$ cat config.mk
export PLATFORM = sky130hd
export DESIGN_NAME = tx_ovh_port
export DESIGN_NICKNAME = d
export VERILOG_FILES = /design/src/rtl/tx_ovh_pkg.sv /design/src/rtl/div_if.sv /design/src/rtl/clk_divider.sv /design/src/rtl/tx_ovh_port.sv
export SDC_FILE = /design/constraint.sdc
export NUM_CORES = 1
export LEC_CHECK = 0
export ABC_AREA = 1
export ABC_CLOCK_PERIOD_IN_PS = 1800
export BUFFER_PORTS_ARGS = -buffer_cell sky130_fd_sc_hd__clkbuf_2
export CAP_MARGIN = 25
export CORE_MARGIN = 5
export CORE_UTILIZATION = 52
export CTS_CLUSTER_SIZE = 8
export DETAILED_ROUTE_END_ITERATION = 6
export HOLD_SLACK_MARGIN = 0.1
export PLACE_DENSITY = 0.72
export REMOVE_ABC_BUFFERS = 1
export SLEW_MARGIN = 20
export SYNTH_ARGS = -nofsm -noshare
export SYNTH_HDL_FRONTEND = slang
export SYNTH_SLANG_ARGS = --single-unit
export TNS_END_PERCENT = 30
$ cat constraint.sdc
create_clock -name clk -period 1.8 [get_ports clk]
set_clock_uncertainty 0.2 [all_clocks]
set_input_delay 0.18 -clock clk [delete_from_list [all_inputs] [get_ports clk]]
set_output_delay 0.18 -clock clk [all_outputs]
set_load 0.01 [all_outputs]
$ cat src/rtl/tx_ovh_pkg.sv
// Constants and types shared by the transmit overhead / payload pin block
package tx_ovh_pkg;
  typedef enum logic [1:0] {MODE_CLEAR, MODE_ATM_PLCP, MODE_ATM_DIRECT, MODE_HDLC} mode_t;

  localparam int CLK_PERIOD_NS = 5;
  localparam int POH_CLK_PERIOD_NS = 160;
  localparam int HDLC_CLK_PERIOD_NS = 80;
  localparam int POH_HALF_CYCLES = POH_CLK_PERIOD_NS / (2 * CLK_PERIOD_NS);
  localparam int HDLC_HALF_CYCLES = HDLC_CLK_PERIOD_NS / (2 * CLK_PERIOD_NS);

  // Payload bits plus one overhead bit per block
  localparam logic [6:0] OH_SPACING = 7'h55;
  localparam logic [6:0] OH_SLOT = OH_SPACING - 7'h01;
  localparam logic [6:0] OH_WARN_SLOT = OH_SPACING - 7'h02;
  localparam logic [11:0] PLCP_LAST_NIBBLE = 12'h4f7;
  localparam logic [2:0] POH_MSB_INDEX = 3'h0;
  localparam logic [7:0] DIV_RESET = 8'h00;
endpackage

$ cat src/rtl/div_if.sv
// Carrier between the main block and its clock dividers
`timescale 1ns/100ps
interface div_if;
  logic run;
  logic level;
  logic rise;
  modport gen (input run, output level, output rise);
  modport use_side (output run, input level, input rise);
endinterface

$ cat src/rtl/clk_divider.sv
// Run-gated clock divider producing an output clock level and a rise enable pulse
`timescale 1ns/100ps
module clk_divider #(
  parameter int HALF = 2
) (
  input wire logic clk,
  input wire logic rst_n,
  div_if.gen d
);
  logic [7:0] cnt;
  logic [7:0] next_cnt;
  logic level;
  logic next_level;

  // Toggle every HALF cycles; held low when not running
  always_comb
  begin
    next_cnt = cnt;
    next_level = level;
    if (!d.run)
    begin
      next_cnt = tx_ovh_pkg::DIV_RESET;
      next_level = 1'b0;
    end
    else if (cnt == 8'(HALF - 1))
    begin
      next_cnt = tx_ovh_pkg::DIV_RESET;
      next_level = !level;
    end
    else
    begin
      next_cnt = cnt + 8'h01;
    end
  end

  always_ff @(posedge clk or negedge rst_n)
  begin
    if (!rst_n)
    begin
      cnt <= tx_ovh_pkg::DIV_RESET;
      level <= 1'b0;
    end
    else
    begin
      cnt <= next_cnt;
      level <= next_level;
    end
  end

  assign d.level = level;
  // Rise pulse stands the cycle before the output goes high, so captures land with the rise
  assign d.rise = d.run && !level && (cnt == 8'(HALF - 1));
endmodule

$ cat src/rtl/tx_ovh_port.sv
// Transmit overhead, payload and HDLC bit 6 pins multiplexed by operating mode
`timescale 1ns/100ps
module tx_ovh_port (
  input wire logic clk,
  input wire logic rst_n,
  input wire tx_ovh_pkg::mode_t mode,
  input wire logic tx_bit_clock,
  input wire logic serial_payload_in,
  input wire logic poh_insert_enable,
  input wire logic poh_serial_in,
  output logic poh_insert_clock,
  output logic poh_msb_marker,
  input wire logic shared_pin_in,
  output logic shared_pin_out,
  output logic shared_pin_oe_n,
  input wire logic [6:0] hdlc_byte_in_others,
  input wire logic hdlc_send_enable,
  output logic hdlc_input_clock,
  output logic payload_bit,
  output logic payload_valid,
  output logic poh_bit,
  output logic poh_valid,
  output logic [7:0] hdlc_byte,
  output logic hdlc_byte_valid,
  output logic hdlc_frame_start,
  output logic hdlc_frame_end
);
  div_if poh_div ();
  div_if hdlc_div ();

  logic [13:0] sync1;
  logic [13:0] sync2;
  logic bc_prev;
  logic bc_rise;
  logic is_clear;
  logic is_plcp;
  logic is_hdlc;

  // Every pin input except mode passes two flops before any logic sees it
  always_ff @(posedge clk or negedge rst_n)
  begin
    if (!rst_n)
    begin
      sync1 <= 14'h0000;
      sync2 <= 14'h0000;
      bc_prev <= 1'b0;
    end
    else
    begin
      sync1 <= {tx_bit_clock, serial_payload_in, poh_insert_enable, poh_serial_in,
                shared_pin_in, hdlc_byte_in_others, hdlc_send_enable, 1'b0};
      sync2 <= sync1;
      bc_prev <= sync2[13];
    end
  end

  assign bc_rise = sync2[13] && !bc_prev;
  assign is_clear = (mode == tx_ovh_pkg::MODE_CLEAR);
  assign is_plcp = (mode == tx_ovh_pkg::MODE_ATM_PLCP);
  assign is_hdlc = (mode == tx_ovh_pkg::MODE_HDLC);

  // Overhead insertion clock only runs in ATM/PLCP mode, never gated by the enable
  assign poh_div.run = is_plcp;
  assign hdlc_div.run = is_hdlc;

  clk_divider #(.HALF(tx_ovh_pkg::POH_HALF_CYCLES)) u_poh_div (
    .clk(clk),
    .rst_n(rst_n),
    .d(poh_div)
  );

  clk_divider #(.HALF(tx_ovh_pkg::HDLC_HALF_CYCLES)) u_hdlc_div (
    .clk(clk),
    .rst_n(rst_n),
    .d(hdlc_div)
  );

  // Clear-channel bit slots and PLCP nibble pacing, both timed by the bit clock
  logic [6:0] bit_cnt;
  logic [6:0] next_bit_cnt;
  logic warn;
  logic next_warn;
  logic pay_bit;
  logic next_pay_bit;
  logic pay_valid;
  logic next_pay_valid;
  logic [1:0] nib_phase;
  logic [1:0] next_nib_phase;
  logic [11:0] nib_cnt;
  logic [11:0] next_nib_cnt;

  always_comb
  begin
    next_bit_cnt = bit_cnt;
    next_warn = warn;
    next_pay_bit = pay_bit;
    next_pay_valid = 1'b0;
    next_nib_phase = nib_phase;
    next_nib_cnt = nib_cnt;
    if (!is_clear)
    begin
      next_bit_cnt = 7'h00;
      next_warn = 1'b0;
    end
    else if (bc_rise)
    begin
      next_bit_cnt = (bit_cnt == tx_ovh_pkg::OH_SLOT) ? 7'h00 : bit_cnt + 7'h01;
      // Warn one bit ahead; drops at the overhead edge itself
      next_warn = (bit_cnt == tx_ovh_pkg::OH_WARN_SLOT);
      if (bit_cnt != tx_ovh_pkg::OH_SLOT)
      begin
        next_pay_bit = sync2[12];
        next_pay_valid = 1'b1;
      end
    end
    if (!is_plcp)
    begin
      next_nib_phase = 2'h0;
      next_nib_cnt = 12'h000;
    end
    else if (bc_rise)
    begin
      next_nib_phase = nib_phase + 2'h1;
      if (nib_phase == 2'h3)
      begin
        next_nib_cnt = (nib_cnt == tx_ovh_pkg::PLCP_LAST_NIBBLE) ? 12'h000 : nib_cnt + 12'h001;
      end
    end
  end

  always_ff @(posedge clk or negedge rst_n)
  begin
    if (!rst_n)
    begin
      bit_cnt <= 7'h00;
      warn <= 1'b0;
      pay_bit <= 1'b0;
      pay_valid <= 1'b0;
      nib_phase <= 2'h0;
      nib_cnt <= 12'h000;
    end
    else
    begin
      bit_cnt <= next_bit_cnt;
      warn <= next_warn;
      pay_bit <= next_pay_bit;
      pay_valid <= next_pay_valid;
      nib_phase <= next_nib_phase;
      nib_cnt <= next_nib_cnt;
    end
  end

  // Shared pin: mode alone picks function and direction; direct ATM drives it low
  always_comb
  begin
    shared_pin_oe_n = is_hdlc;
    if (is_clear)
    begin
      shared_pin_out = warn;
    end
    else if (is_plcp)
    begin
      shared_pin_out = (nib_cnt == tx_ovh_pkg::PLCP_LAST_NIBBLE);
    end
    else
    begin
      shared_pin_out = 1'b0;
    end
  end

  // Path overhead serial capture on the generated clock
  logic [2:0] poh_idx;
  logic [2:0] next_poh_idx;
  logic poh_b;
  logic next_poh_b;
  logic poh_v;
  logic next_poh_v;

  always_comb
  begin
    next_poh_idx = poh_idx;
    next_poh_b = poh_b;
    next_poh_v = 1'b0;
    if (!is_plcp || !sync2[11])
    begin
      next_poh_idx = tx_ovh_pkg::POH_MSB_INDEX;
    end
    else if (poh_div.rise)
    begin
      next_poh_b = sync2[10];
      next_poh_v = 1'b1;
      next_poh_idx = poh_idx + 3'h1;
    end
  end

  always_ff @(posedge clk or negedge rst_n)
  begin
    if (!rst_n)
    begin
      poh_idx <= 3'h0;
      poh_b <= 1'b0;
      poh_v <= 1'b0;
    end
    else
    begin
      poh_idx <= next_poh_idx;
      poh_b <= next_poh_b;
      poh_v <= next_poh_v;
    end
  end

  // HDLC byte capture; bit 6 comes from the shared pin
  logic [7:0] h_byte;
  logic [7:0] next_h_byte;
  logic h_valid;
  logic next_h_valid;
  logic in_frame;
  logic next_in_frame;
  logic h_start;
  logic next_h_start;
  logic h_end;
  logic next_h_end;

  always_comb
  begin
    next_h_byte = h_byte;
    next_h_valid = 1'b0;
    next_in_frame = in_frame;
    next_h_start = 1'b0;
    next_h_end = 1'b0;
    if (!is_hdlc)
    begin
      next_in_frame = 1'b0;
    end
    else if (hdlc_div.rise)
    begin
      if (sync2[1])
      begin
        next_h_byte = {sync2[8], sync2[9], sync2[7:2]};
        next_h_valid = 1'b1;
        next_h_start = !in_frame;
        next_in_frame = 1'b1;
      end
      else if (in_frame)
      begin
        next_h_end = 1'b1;
        next_in_frame = 1'b0;
      end
    end
  end

  always_ff @(posedge clk or negedge rst_n)
  begin
    if (!rst_n)
    begin
      h_byte <= 8'h00;
      h_valid <= 1'b0;
      in_frame <= 1'b0;
      h_start <= 1'b0;
      h_end <= 1'b0;
    end
    else
    begin
      h_byte <= next_h_byte;
      h_valid <= next_h_valid;
      in_frame <= next_in_frame;
      h_start <= next_h_start;
      h_end <= next_h_end;
    end
  end

  // Outputs
  assign poh_insert_clock = poh_div.level;
  assign poh_msb_marker = is_plcp && (poh_idx == tx_ovh_pkg::POH_MSB_INDEX);
  assign hdlc_input_clock = hdlc_div.level;
  assign payload_bit = pay_bit;
  assign payload_valid = pay_valid;
  assign poh_bit = poh_b;
  assign poh_valid = poh_v;
  assign hdlc_byte = h_byte;
  assign hdlc_byte_valid = h_valid;
  assign hdlc_frame_start = h_start;
  assign hdlc_frame_end = h_end;
endmodule

# ---- Yosys cells after proc, flatten, opt, wreduce, memory -nomap -nowiden
# Cells that the tools add are included.
dict set report totals {
  in_bits 17
  ff_bits 86
  output_inout_bits 20
  elab_cells 103
}
dict set report op_classes {
  addsub 6
  n_reduce_logical 20
  muxes 40
  n_eq_ne 15
  bitwise_logic 1
}
# cell n
set ops {}
lappend ops {{12-bit two-way mux} 4}
lappend ops {{8-bit two-way mux} 4}
lappend ops {{1-bit two-way mux} 25}
lappend ops {{7-bit two-way mux} 3}
lappend ops {{8-bit by 1-bit adder with 8-bit output, second input constant} 2}
lappend ops {{7-bit equality test, second input constant} 2}
lappend ops {{12-bit by 1-bit adder with 12-bit output, second input constant} 1}
lappend ops {{12-bit by 11-bit equality test with 1-bit output, second input constant} 1}
lappend ops {{8-bit by 3-bit equality test with 1-bit output, second input constant} 1}
lappend ops {{8-bit by 4-bit equality test with 1-bit output, second input constant} 1}
lappend ops {{2-bit inequality test, second input constant} 4}
lappend ops {{7-bit by 1-bit adder with 7-bit output, second input constant} 1}
lappend ops {{7-bit inequality test, second input constant} 1}
lappend ops {{1-bit logical AND} 6}
lappend ops {{1-bit zero test} 6}
lappend ops {{3-bit two-way mux} 2}
lappend ops {{3-bit AND reduction} 2}
lappend ops {{2-bit equality test, second input constant} 2}
lappend ops {{2-bit two-way mux} 2}
lappend ops {{2-bit by 1-bit inequality test with 1-bit output, second input constant} 2}
lappend ops {{2-bit AND reduction} 2}
lappend ops {{3-bit by 1-bit adder with 3-bit output, second input constant} 1}
lappend ops {{3-bit zero test} 1}
lappend ops {{2-bit by 1-bit adder with 2-bit output, second input constant} 1}
lappend ops {{other kinds (5)} 5}

# ---- Longest topological paths before layout
# Gate-level depths: netlist of the first run.
dict set report depth {
  ltp_word 5
  mapped_depth 9
}

# ---- By module
# Synthesis of the first run repeated with hierarchy kept, for this count alone.
dict set report hier_totals {
  cells_unflattened 420
  area_unflattened_um2 3719.8
}
# module instances cells_each seq_area_each_um2 area_per_inst_um2
set by_module_without_submodules {}
lappend by_module_without_submodules {tx_ovh_port 1 298 1701.6 2771.4}
lappend by_module_without_submodules {{clk_divider (u_poh_div)} 1 60 225.2 476.7}
lappend by_module_without_submodules {{clk_divider (u_hdlc_div)} 1 62 225.2 471.7}

# ---- Worst setup path before layout of the first run
# No wires, ideal clock.
dict set report synth_timing {
  path_kind {register -> register}
  from {register u_poh_div.cnt[0]}
  to {register poh_idx[0]}
  period_less_slack_ps 1433
  required_time_ps 1477
  setup_time_ps 123
  arrival_ps 1111
  setup_slack_ps 367
  path_buffers 0
  path_stages_with_launch 9
  cell_sequence {dfrtp_1 ha_1 nand2_1 nor2_2 inv_2 nor2_2 nand2_1 nand3_1 o21ai_1}
}
dict set report synth_via {
  elab_chain_cells 3
}
# element line_no
set synth_rtl {}
lappend synth_rtl {{start: declaration} clk_divider.sv:10} ;# logic [7:0] cnt;
lappend synth_rtl {{start signal: assignment} clk_divider.sv:40} ;# cnt <= tx_ovh_pkg::DIV_RESET;
lappend synth_rtl {{start signal: assignment} clk_divider.sv:45} ;# cnt <= next_cnt;
lappend synth_rtl {{8-bit by 4-bit equality test with 1-bit output} clk_divider.sv:52} ;# assign d.rise = d.run && !level && (cnt == 8'(HALF - 1));
lappend synth_rtl {{1-bit logical AND} clk_divider.sv:52}
lappend synth_rtl {{2-bit nonzero test (no line)} --}
lappend synth_rtl {{end signal: assignment} tx_ovh_port.sv:206} ;# poh_idx <= next_poh_idx;
lappend synth_rtl {{end: declaration} tx_ovh_port.sv:172} ;# logic [2:0] poh_idx;
# No other way between the ends.
# A chain may end at the register's enable or synchronous reset.

# ---- Final worst setup path of the first run
dict set report layout_timing {
  from {register nib_cnt[4]}
  to {register nib_cnt[10]}
}
dict set report layout_via {
  elab_chain_cells 5
  word_cells_on_any_way 6
  cone_classes {add/sub: 1; eq/ne: 1; mux: 4}
}
# element line_no
set layout_rtl {}
lappend layout_rtl {{start: declaration} tx_ovh_port.sv:89} ;# logic [11:0] nib_cnt;
lappend layout_rtl {{start signal: assignment} tx_ovh_port.sv:149} ;# nib_cnt <= next_nib_cnt;
lappend layout_rtl {{12-bit by 1-bit adder with 12-bit output / 12-bit by 11-bit equality test with 1-bit output (equally long branches)} tx_ovh_port.sv:126} ;# next_nib_cnt = (nib_cnt == tx_ovh_pkg::PLCP_LAST_NIBBLE) ? 12'h000 : nib_cnt + 12'h001;
lappend layout_rtl {{12-bit two-way mux (*)} tx_ovh_port.sv:126}
lappend layout_rtl {{12-bit two-way mux (*)} tx_ovh_port.sv:124} ;# if (nib_phase == 2'h3)
lappend layout_rtl {{12-bit two-way mux (*)} tx_ovh_port.sv:121} ;# else if (bc_rise)
lappend layout_rtl {{12-bit two-way mux (*)} tx_ovh_port.sv:116} ;# if (!is_plcp)
# Every way passes the cells marked *; elsewhere a longest branch is shown, timed or not. The select of a mux whose other input is x is not followed.

==> impl_metrics.json, run 1 <==
{
  "final_nets": 488,
  "syn_area_um2": 3556,
  "layout-area-overhead-vs-synth_pct": 23.68,
  "p_switching_uw": 806.9,
  "powerDensity_nw_per_um2": 836.2,
  "max_slew_margin_pct": 46.82,
  "synth.distinct_cells": 24,
  "clk_pin_slew_worst_paths_ns": 0.08,
  "gr-total-overflow": 0,
  "grt_max_degree": 40,
  "die_height_um": 92.70,
  "num_io_pins": 37,
  "seq_area_frac_synth_pct": 60.52,
  "floorplan.die_area_um2": 8592,
  "report.power.total_uw": 3677,
  "hpwlAfterDp_mm": 4.512,
  "synth_top_area_cell": "sky130_fd_sc_hd__dfrtp_1",
  "startpoint_types": "flip-flop",
  "max_freq_mhz": 542.6,
  "switching_share_pct": 21.94,
  "clock-root-buffer": "sky130_fd_sc_hd__clkbuf_8",
  "dr_total_vias": 2753,
  "synth.mux.area_fraction_pct": 0,
  "ant_nets": 0,
  "drv_slew": 0,
  "synth_xor_area_share_pct": 1.478,
  "final-seq-area_um2": 2152,
  "synthTopCellsByArea": "sky130_fd_sc_hd__dfrtp_1 (61%), sky130_fd_sc_hd__nand2_1 (11%), sky130_fd_sc_hd__nand3_1 (4.9%)",
  "grt_antenna_before_repair": 0,
  "cts_tree": "built",
  "detailedRoute.firstIterationViolations": 112,
  "postSynth.asyncResetShare_pct": 100.0,
  "arrival_time_of_data_at_the_critical_path_endpoint_ns": 1.87,
  "power.ir.vdd_worst_uv": 517.1,
  "clk_path_buf_depth": 2,
  "worst_path_fanout_max": 5,
  "final_layout_size_suffix_gt1_share_pct": 17.95,
  "combinationalPowerShare_pct": 4.8,
  "num_antenna_cells": 0,
  "period_share_pct": 102.4,
  "final-setup-viol-count": 6,
  "synthesis.yosys.warnings": 0,
  "nFillCells": 557,
  "top_flip_flop_cell_by_instance_count_after_synthesis": "sky130_fd_sc_hd__dfrtp_1",
  "synthSimpleGateAreaFrac_pct": 23.96,
  "drc": 0,
  "setup_slack_ns": -0.04308,
  "violations": "setup timing",
  "finalWorstPathRequiredPeriod_ns": 1.843,
  "synth_seq_cells": 86,
  "worst-slew-pin-transition_ns": 0.7976,
  "initial_core_util_pct": 52.92,
  "design_area_um2": 4398,
  "post_synth.cell_area_avg_um2": 9.165,
  "endpoint_type_of_the_worst_setup_path": "flip-flop",
  "netlist.area_leader.share_pct": 60.52,
  "power_frac_clock_pct": 41.1,
  "clkLatencyLatePin_ns": 0.35,
  "route.detailed.wl_per_inst_um": 12.42,
  "drt_pass_1_iters": 4,
  "worst_case_setup_slack_after_placement_ns": 0.01113,
  "rsz0062_at_grt": "yes",
  "finalHoldViolations": 0,
  "number_of_flops_mapped_to_enable_cells_by_yosys": 0,
  "power_report.internal_total_uw": 2870,
  "die_w_um": 92.70,
  "grt_pass1_wl_mm": 11.99,
  "synth_compound_gate_area_share_pct": 5.489,
  "place_area_um2": 3854,
  "gr-usage-all-layers_pct": 17.55,
  "power_frac_seq_pct": 54.1,
  "cts_max_level": 3,
  "number_of_global_route_vias_before_repair": 2710,
  "cell_with_the_most_instances_after_synthesis": "sky130_fd_sc_hd__nand2_1",
  "timing.critical_path.required_ns": 1.82,
  "criticalPathCategory": "reg2reg",
  "numCtsBuffers": 9,
  "synth_adder_area_share_pct": 2.815,
  "port-buffer-count": 36,
  "core_area_um2": 6719,
  "final-instance-count-excl-fill": 548,
  "netlist_instances": 388,
  "placed_cells": 504,
  "holdCritPathClass": "in2reg",
  "timing.hold.ws_ns": 0.1196,
  "drt_wl_total_mm": 6.806,
  "clock_sinks": 86,
  "place_congestion": 0.8261,
  "static-leakage-power_uw": 0.002182,
  "synthTopCellsByCount": "sky130_fd_sc_hd__nand2_1 (101), sky130_fd_sc_hd__dfrtp_1 (86), sky130_fd_sc_hd__inv_1 (44), sky130_fd_sc_hd__nor2_1 (38), sky130_fd_sc_hd__nand3_1 (35)",
  "cap_violations": 0,
  "fp-row-count": 30,
  "synth_top_family_by_area": "simple AND/OR/NAND/NOR gates",
  "viasPerCell": 5.024,
  "multi_input_comb_area_um2": 1246,
  "outcome": "finished with violations"
}
## placed cells by master, fill, tap and decap left out, types with 2 or more instances in the layout
master and n:
sky130_fd_sc_hd__nand2_1 99, sky130_fd_sc_hd__clkbuf_8 10, sky130_fd_sc_hd__bufinv_16 2, sky130_fd_sc_hd__xor2_1 5, sky130_fd_sc_hd__a21oi_1 9, sky130_fd_sc_hd__nand3_1 34, sky130_fd_sc_hd__o21ai_1 6, sky130_fd_sc_hd__nor3_1 9
sky130_fd_sc_hd__inv_2 6, sky130_fd_sc_hd__nor2_1 36, sky130_fd_sc_hd__buf_4 9, sky130_fd_sc_hd__dfrtp_1 86, sky130_fd_sc_hd__dlygate4sd3_1 21, sky130_fd_sc_hd__o21ai_0 16, sky130_fd_sc_hd__nand4_1 6, sky130_fd_sc_hd__inv_1 43
sky130_fd_sc_hd__ha_1 7, sky130_fd_sc_hd__o22ai_1 4, sky130_fd_sc_hd__nor2_2 7, sky130_fd_sc_hd__clkbuf_2 34, sky130_fd_sc_hd__clkinvlp_4 2, sky130_fd_sc_hd__inv_6 2, sky130_fd_sc_hd__nand2_2 2
## timing repair
| item | CTS | global route |
|---|---|---|
| endpoints found under the hold margin | 109 | 0 |
| endpoints found under the setup margin | 1 | 37 |
| pin swaps | 3 | 0 |
| setup buffers | 6 | 0 |
| hold buffers | 22 | 0 |
| gates resized for setup | 7 | 6 |
## worst paths after layout
kind / from / end / slack [ns] / cells past startpoint
worst max-delay path: nib_cnt[4] / nib_cnt[10] / -0.04 / 8
worst min-delay path: mode[0] / warn / 0.12 / 6
worst max register to register: nib_cnt[4] / nib_cnt[10] / -0.04 / 8
worst min register to register: sync1[6] / sync2[6] / 0.15 / 0
max in group asynchronous: rst_n / bc_prev / 0.35 / 3
min in group asynchronous: rst_n / u_hdlc_div.cnt[7] / 0.16 / 3
## per-stage QoR
step	utilization (%)	TNS (ns)
2_1_floorplan	-	0
3_3_place_gp	57.36	0
3_5_place_dp	57.36	0
4_1_cts	65.20	-0.1687
5_1_grt	65.46	-1.384
6_report	65.46	-0.1135
## critical path, cell delays in order (launching register included)
cell	delay, ns
sky130_fd_sc_hd__dfrtp_1	0.41
sky130_fd_sc_hd__nand2_1	0.10
sky130_fd_sc_hd__nor2_2	0.18
sky130_fd_sc_hd__nand3_1	0.13
sky130_fd_sc_hd__buf_4	0.15
sky130_fd_sc_hd__buf_4	0.12
sky130_fd_sc_hd__buf_4	0.13
sky130_fd_sc_hd__nand3_1	0.18
sky130_fd_sc_hd__o21ai_0	0.13
## power by group through the flow
stage	clock network [µW]	logic, µW	registers (µW)
2_1_floorplan	0	49.8	2030
3_3_place_gp	0	140	2020
3_5_place_dp	0	143	2030
4_1_cts	1560	180	1990
5_1_grt	1650	204	1990
6_report	1510	178	1990
## cell type report
class	count	share of cell area [%]
Sequential cell	86	48.93
Multi-Input combinational cell	250	28.34
Timing Repair Buffer	67	11.04
Inverter	49	4.182
Clock buffer	10	3.129
Tap cell	80	2.276
Clock inverter	6	2.105
## sequential cells by signal, summed over array words and instances, names as in the netlist, 2 cells and up
register and flops:
sync1 13, sync2 13, nib_cnt 12, hdlc_byte 8, u_hdlc_div.cnt 8, u_poh_div.cnt 8, bit_cnt 7, poh_idx 3
nib_phase 2
## cell families (layout without fill, tap and decap cells)
| family | Yosys count | after routing |
|---|---|---|
| AND/OR/NAND/NOR | 199 | 199 |
| AO/OA/AOI/OAI | 37 | 37 |
| XOR/XNOR | 6 | 6 |
| buffers and inverters | 52 | 132 |
| flip-flops | 86 | 86 |
| adder cells (fa/ha/maj) | 8 | 8 |
## metal layers
| layer | vias up | wire length (µm) | global-route usage (%) |
|---|---|---|---|
| met5 | - | 0 | 0 |
| met1 | 1303 | 3057 | 22.72 |
| li1 | 1384 | - | - |
| met2 | 57 | 3302 | 28.46 |
| met3 | 9 | 356 | 4.224 |
| met4 | 0 | 89 | 7.082 |
(Power assumes the default switching activity.)
==> run 2: changes to the inputs <==
--- a/config.mk
+++ b/config.mk
@@ -6,7 +6,7 @@
 export NUM_CORES = 1
 export LEC_CHECK = 0
 export ABC_AREA = 1
-export ABC_CLOCK_PERIOD_IN_PS = 1800
+export ABC_CLOCK_PERIOD_IN_PS = 1700
 export BUFFER_PORTS_ARGS = -buffer_cell sky130_fd_sc_hd__clkbuf_2
 export CAP_MARGIN = 25
 export CORE_MARGIN = 5
==> constraint.sdc (replaced) <==
create_clock -name clk -period 1.7 [get_ports clk]
set_clock_uncertainty 0.2 [all_clocks]
set_input_delay 0.17 -clock clk [delete_from_list [all_inputs] [get_ports clk]]
set_output_delay 0.17 -clock clk [all_outputs]
set_load 0.01 [all_outputs]
==> impl_metrics.json, run 2 (synthesized netlist as in run 1, its figures left out) <==
{
  "finalHoldViolations": 0,
  "dr_total_vias": 2786,
  "final_layout_size_suffix_gt1_share_pct": 22.06,
  "endpoint_type_of_the_worst_setup_path": "output port",
  "clk_pin_slew_worst_paths_ns": 0.09,
  "place_congestion": 0.7983,
  "final_cell_mix": "sky130_fd_sc_hd__nand2_1 (93), sky130_fd_sc_hd__dfrtp_1 (86), sky130_fd_sc_hd__inv_1 (41)",
  "die_w_um": 92.70,
  "power.ir.vdd_worst_uv": 674.5,
  "hpwlAfterDp_mm": 4.363,
  "cts_tree": "built",
  "met2WireLength_mm": 3.144,
  "final_nets": 496,
  "floorplan.die_area_um2": 8592,
  "criticalPathCategory": "reg2out",
  "number_of_global_route_vias_before_repair": 2654,
  "setup_slack_ns": -0.1111,
  "gr-usage-all-layers_pct": 17.13,
  "route.detailed.wl_per_inst_um": 12.21,
  "holdCritPathClass": "in2reg",
  "period_share_pct": 106.5,
  "utilization_pct": 66.95,
  "die_height_um": 92.70,
  "layout.cells.most_common": "sky130_fd_sc_hd__nand2_1",
  "timing.critical_path.required_ns": 1.33,
  "startpoint_types": "flip-flop",
  "powerDensity_nw_per_um2": 821.4,
  "met1Wirelength_mm": 3.222,
  "worst_path_fanout_max": 3,
  "grt_pass1_wl_mm": 11.72,
  "layout-area-overhead-vs-synth_pct": 26.50,
  "initial_core_util_pct": 52.92,
  "largest_registers": "sync1: 13 flops, sync2: 13 flops, nib_cnt: 12 flops",
  "drt_pass_1_iters": 4,
  "port-buffer-count": 36,
  "route.top_layer_used": "met4",
  "viasPerCell": 5.011,
  "drc": 0,
  "max_freq_mhz": 552.2,
  "report.power.total_uw": 3695,
  "violations": "setup timing",
  "placed_cells": 507,
  "max_slew_margin_pct": 72.60,
  "route.met3.wl_um": 306,
  "fp-row-count": 30,
  "arrival_time_of_data_at_the_critical_path_endpoint_ns": 1.44,
  "worst-slew-pin-transition_ns": 0.4066,
  "final-setup-viol-count": 5,
  "drt_wl_total_mm": 6.789,
  "grt_antenna_before_repair": 0,
  "numCtsBuffers": 9,
  "ant_nets": 0,
  "finalWorstPathRequiredPeriod_ns": 1.811,
  "cts_max_level": 3,
  "static-leakage-power_uw": 0.002221,
  "drv_slew": 0,
  "gr-total-overflow": 0,
  "clock_sinks": 86,
  "grt_max_degree": 47,
  "num_io_pins": 37,
  "num_antenna_cells": 0,
  "detailedRoute.firstIterationViolations": 151,
  "clk_path_buf_depth": 2,
  "clkLatencyLatePin_ns": 0.35,
  "rsz0062_at_grt": "yes",
  "cap_violations": 0,
  "outcome": "finished with violations",
  "clock-root-buffer": "sky130_fd_sc_hd__clkbuf_8",
  "core_area_um2": 6719,
  "final-instance-count-excl-fill": 556
}
[run 2: worst max-delay path, cell delays in order (launching register included)]
cell                      delay [ns]
sky130_fd_sc_hd__dfrtp_1        0.44
sky130_fd_sc_hd__inv_2          0.09
sky130_fd_sc_hd__nand2_1        0.08
sky130_fd_sc_hd__nor2_4         0.11
sky130_fd_sc_hd__nand3_2        0.08
sky130_fd_sc_hd__o22ai_1        0.13
sky130_fd_sc_hd__buf_2          0.16
[run 2: per-stage QoR]
stage               worst slack (ns)  TNS [ns]  instance area (µm²)  hold WS (ns)
CTS                          -0.1716   -0.7340                 4369        0.1186
global route                 -0.1871   -0.9523                 4498        0.1536
floorplan                     0.1494         0                 3536       -0.3256
global placement             0.08430         0                 3876      -0.09635
finish                       -0.1111   -0.3318                 4498        0.1349
detailed placement           0.04583         0                 3876      -0.09278
[run 2: final timing paths]
check                                 from        endpoint  slack, ns  depth (start not counted)
worst max-delay path            nib_cnt[8]  shared_pin_out      -0.11                          6
worst min-delay path               mode[0]      bit_cnt[1]       0.13                          4
worst max register to register  nib_cnt[8]      nib_cnt[6]      -0.07                         11
worst min register to register   sync1[11]       sync2[11]       0.16                          0
max in group asynchronous            rst_n       sync1[10]       0.16                          4
min in group asynchronous            rst_n      nib_cnt[5]       0.60                          3
[run 2: layout make-up]
type / instances / area, µm²
timing repair buffer: 75 / 548.0
clock inverter: 7 / 78.83
tap: 80 / 100.1
sequential: 86 / 2152
fill: 503 / 2221
inverter: 49 / 186.4
clock buffer: 9 / 123.9
multi-input combinational: 250 / 1309
[run 2: power breakdown]
group          switching, µW  total [µW]  internal [µW]  leakage, µW
Clock                    811        1390            581     0.000102
Combinational            116         199           82.9     0.000984
Sequential              17.0        2100           2090      0.00113
[run 2: what timing repair did]
item	CTS	global route
endpoints found under the setup margin	1	28
hold buffers	23	0
resized for setup	5	33
hold endpoints to repair	111	0
setup buffers	6	4
pin swaps	4	4
[run 2: layer usage]
metal  vias up  GRT usage [%]
met4         0          6.960
met3        10          4.387
li1       1401              -
met5         -              0
met1      1310          23.53
met2        65          26.04
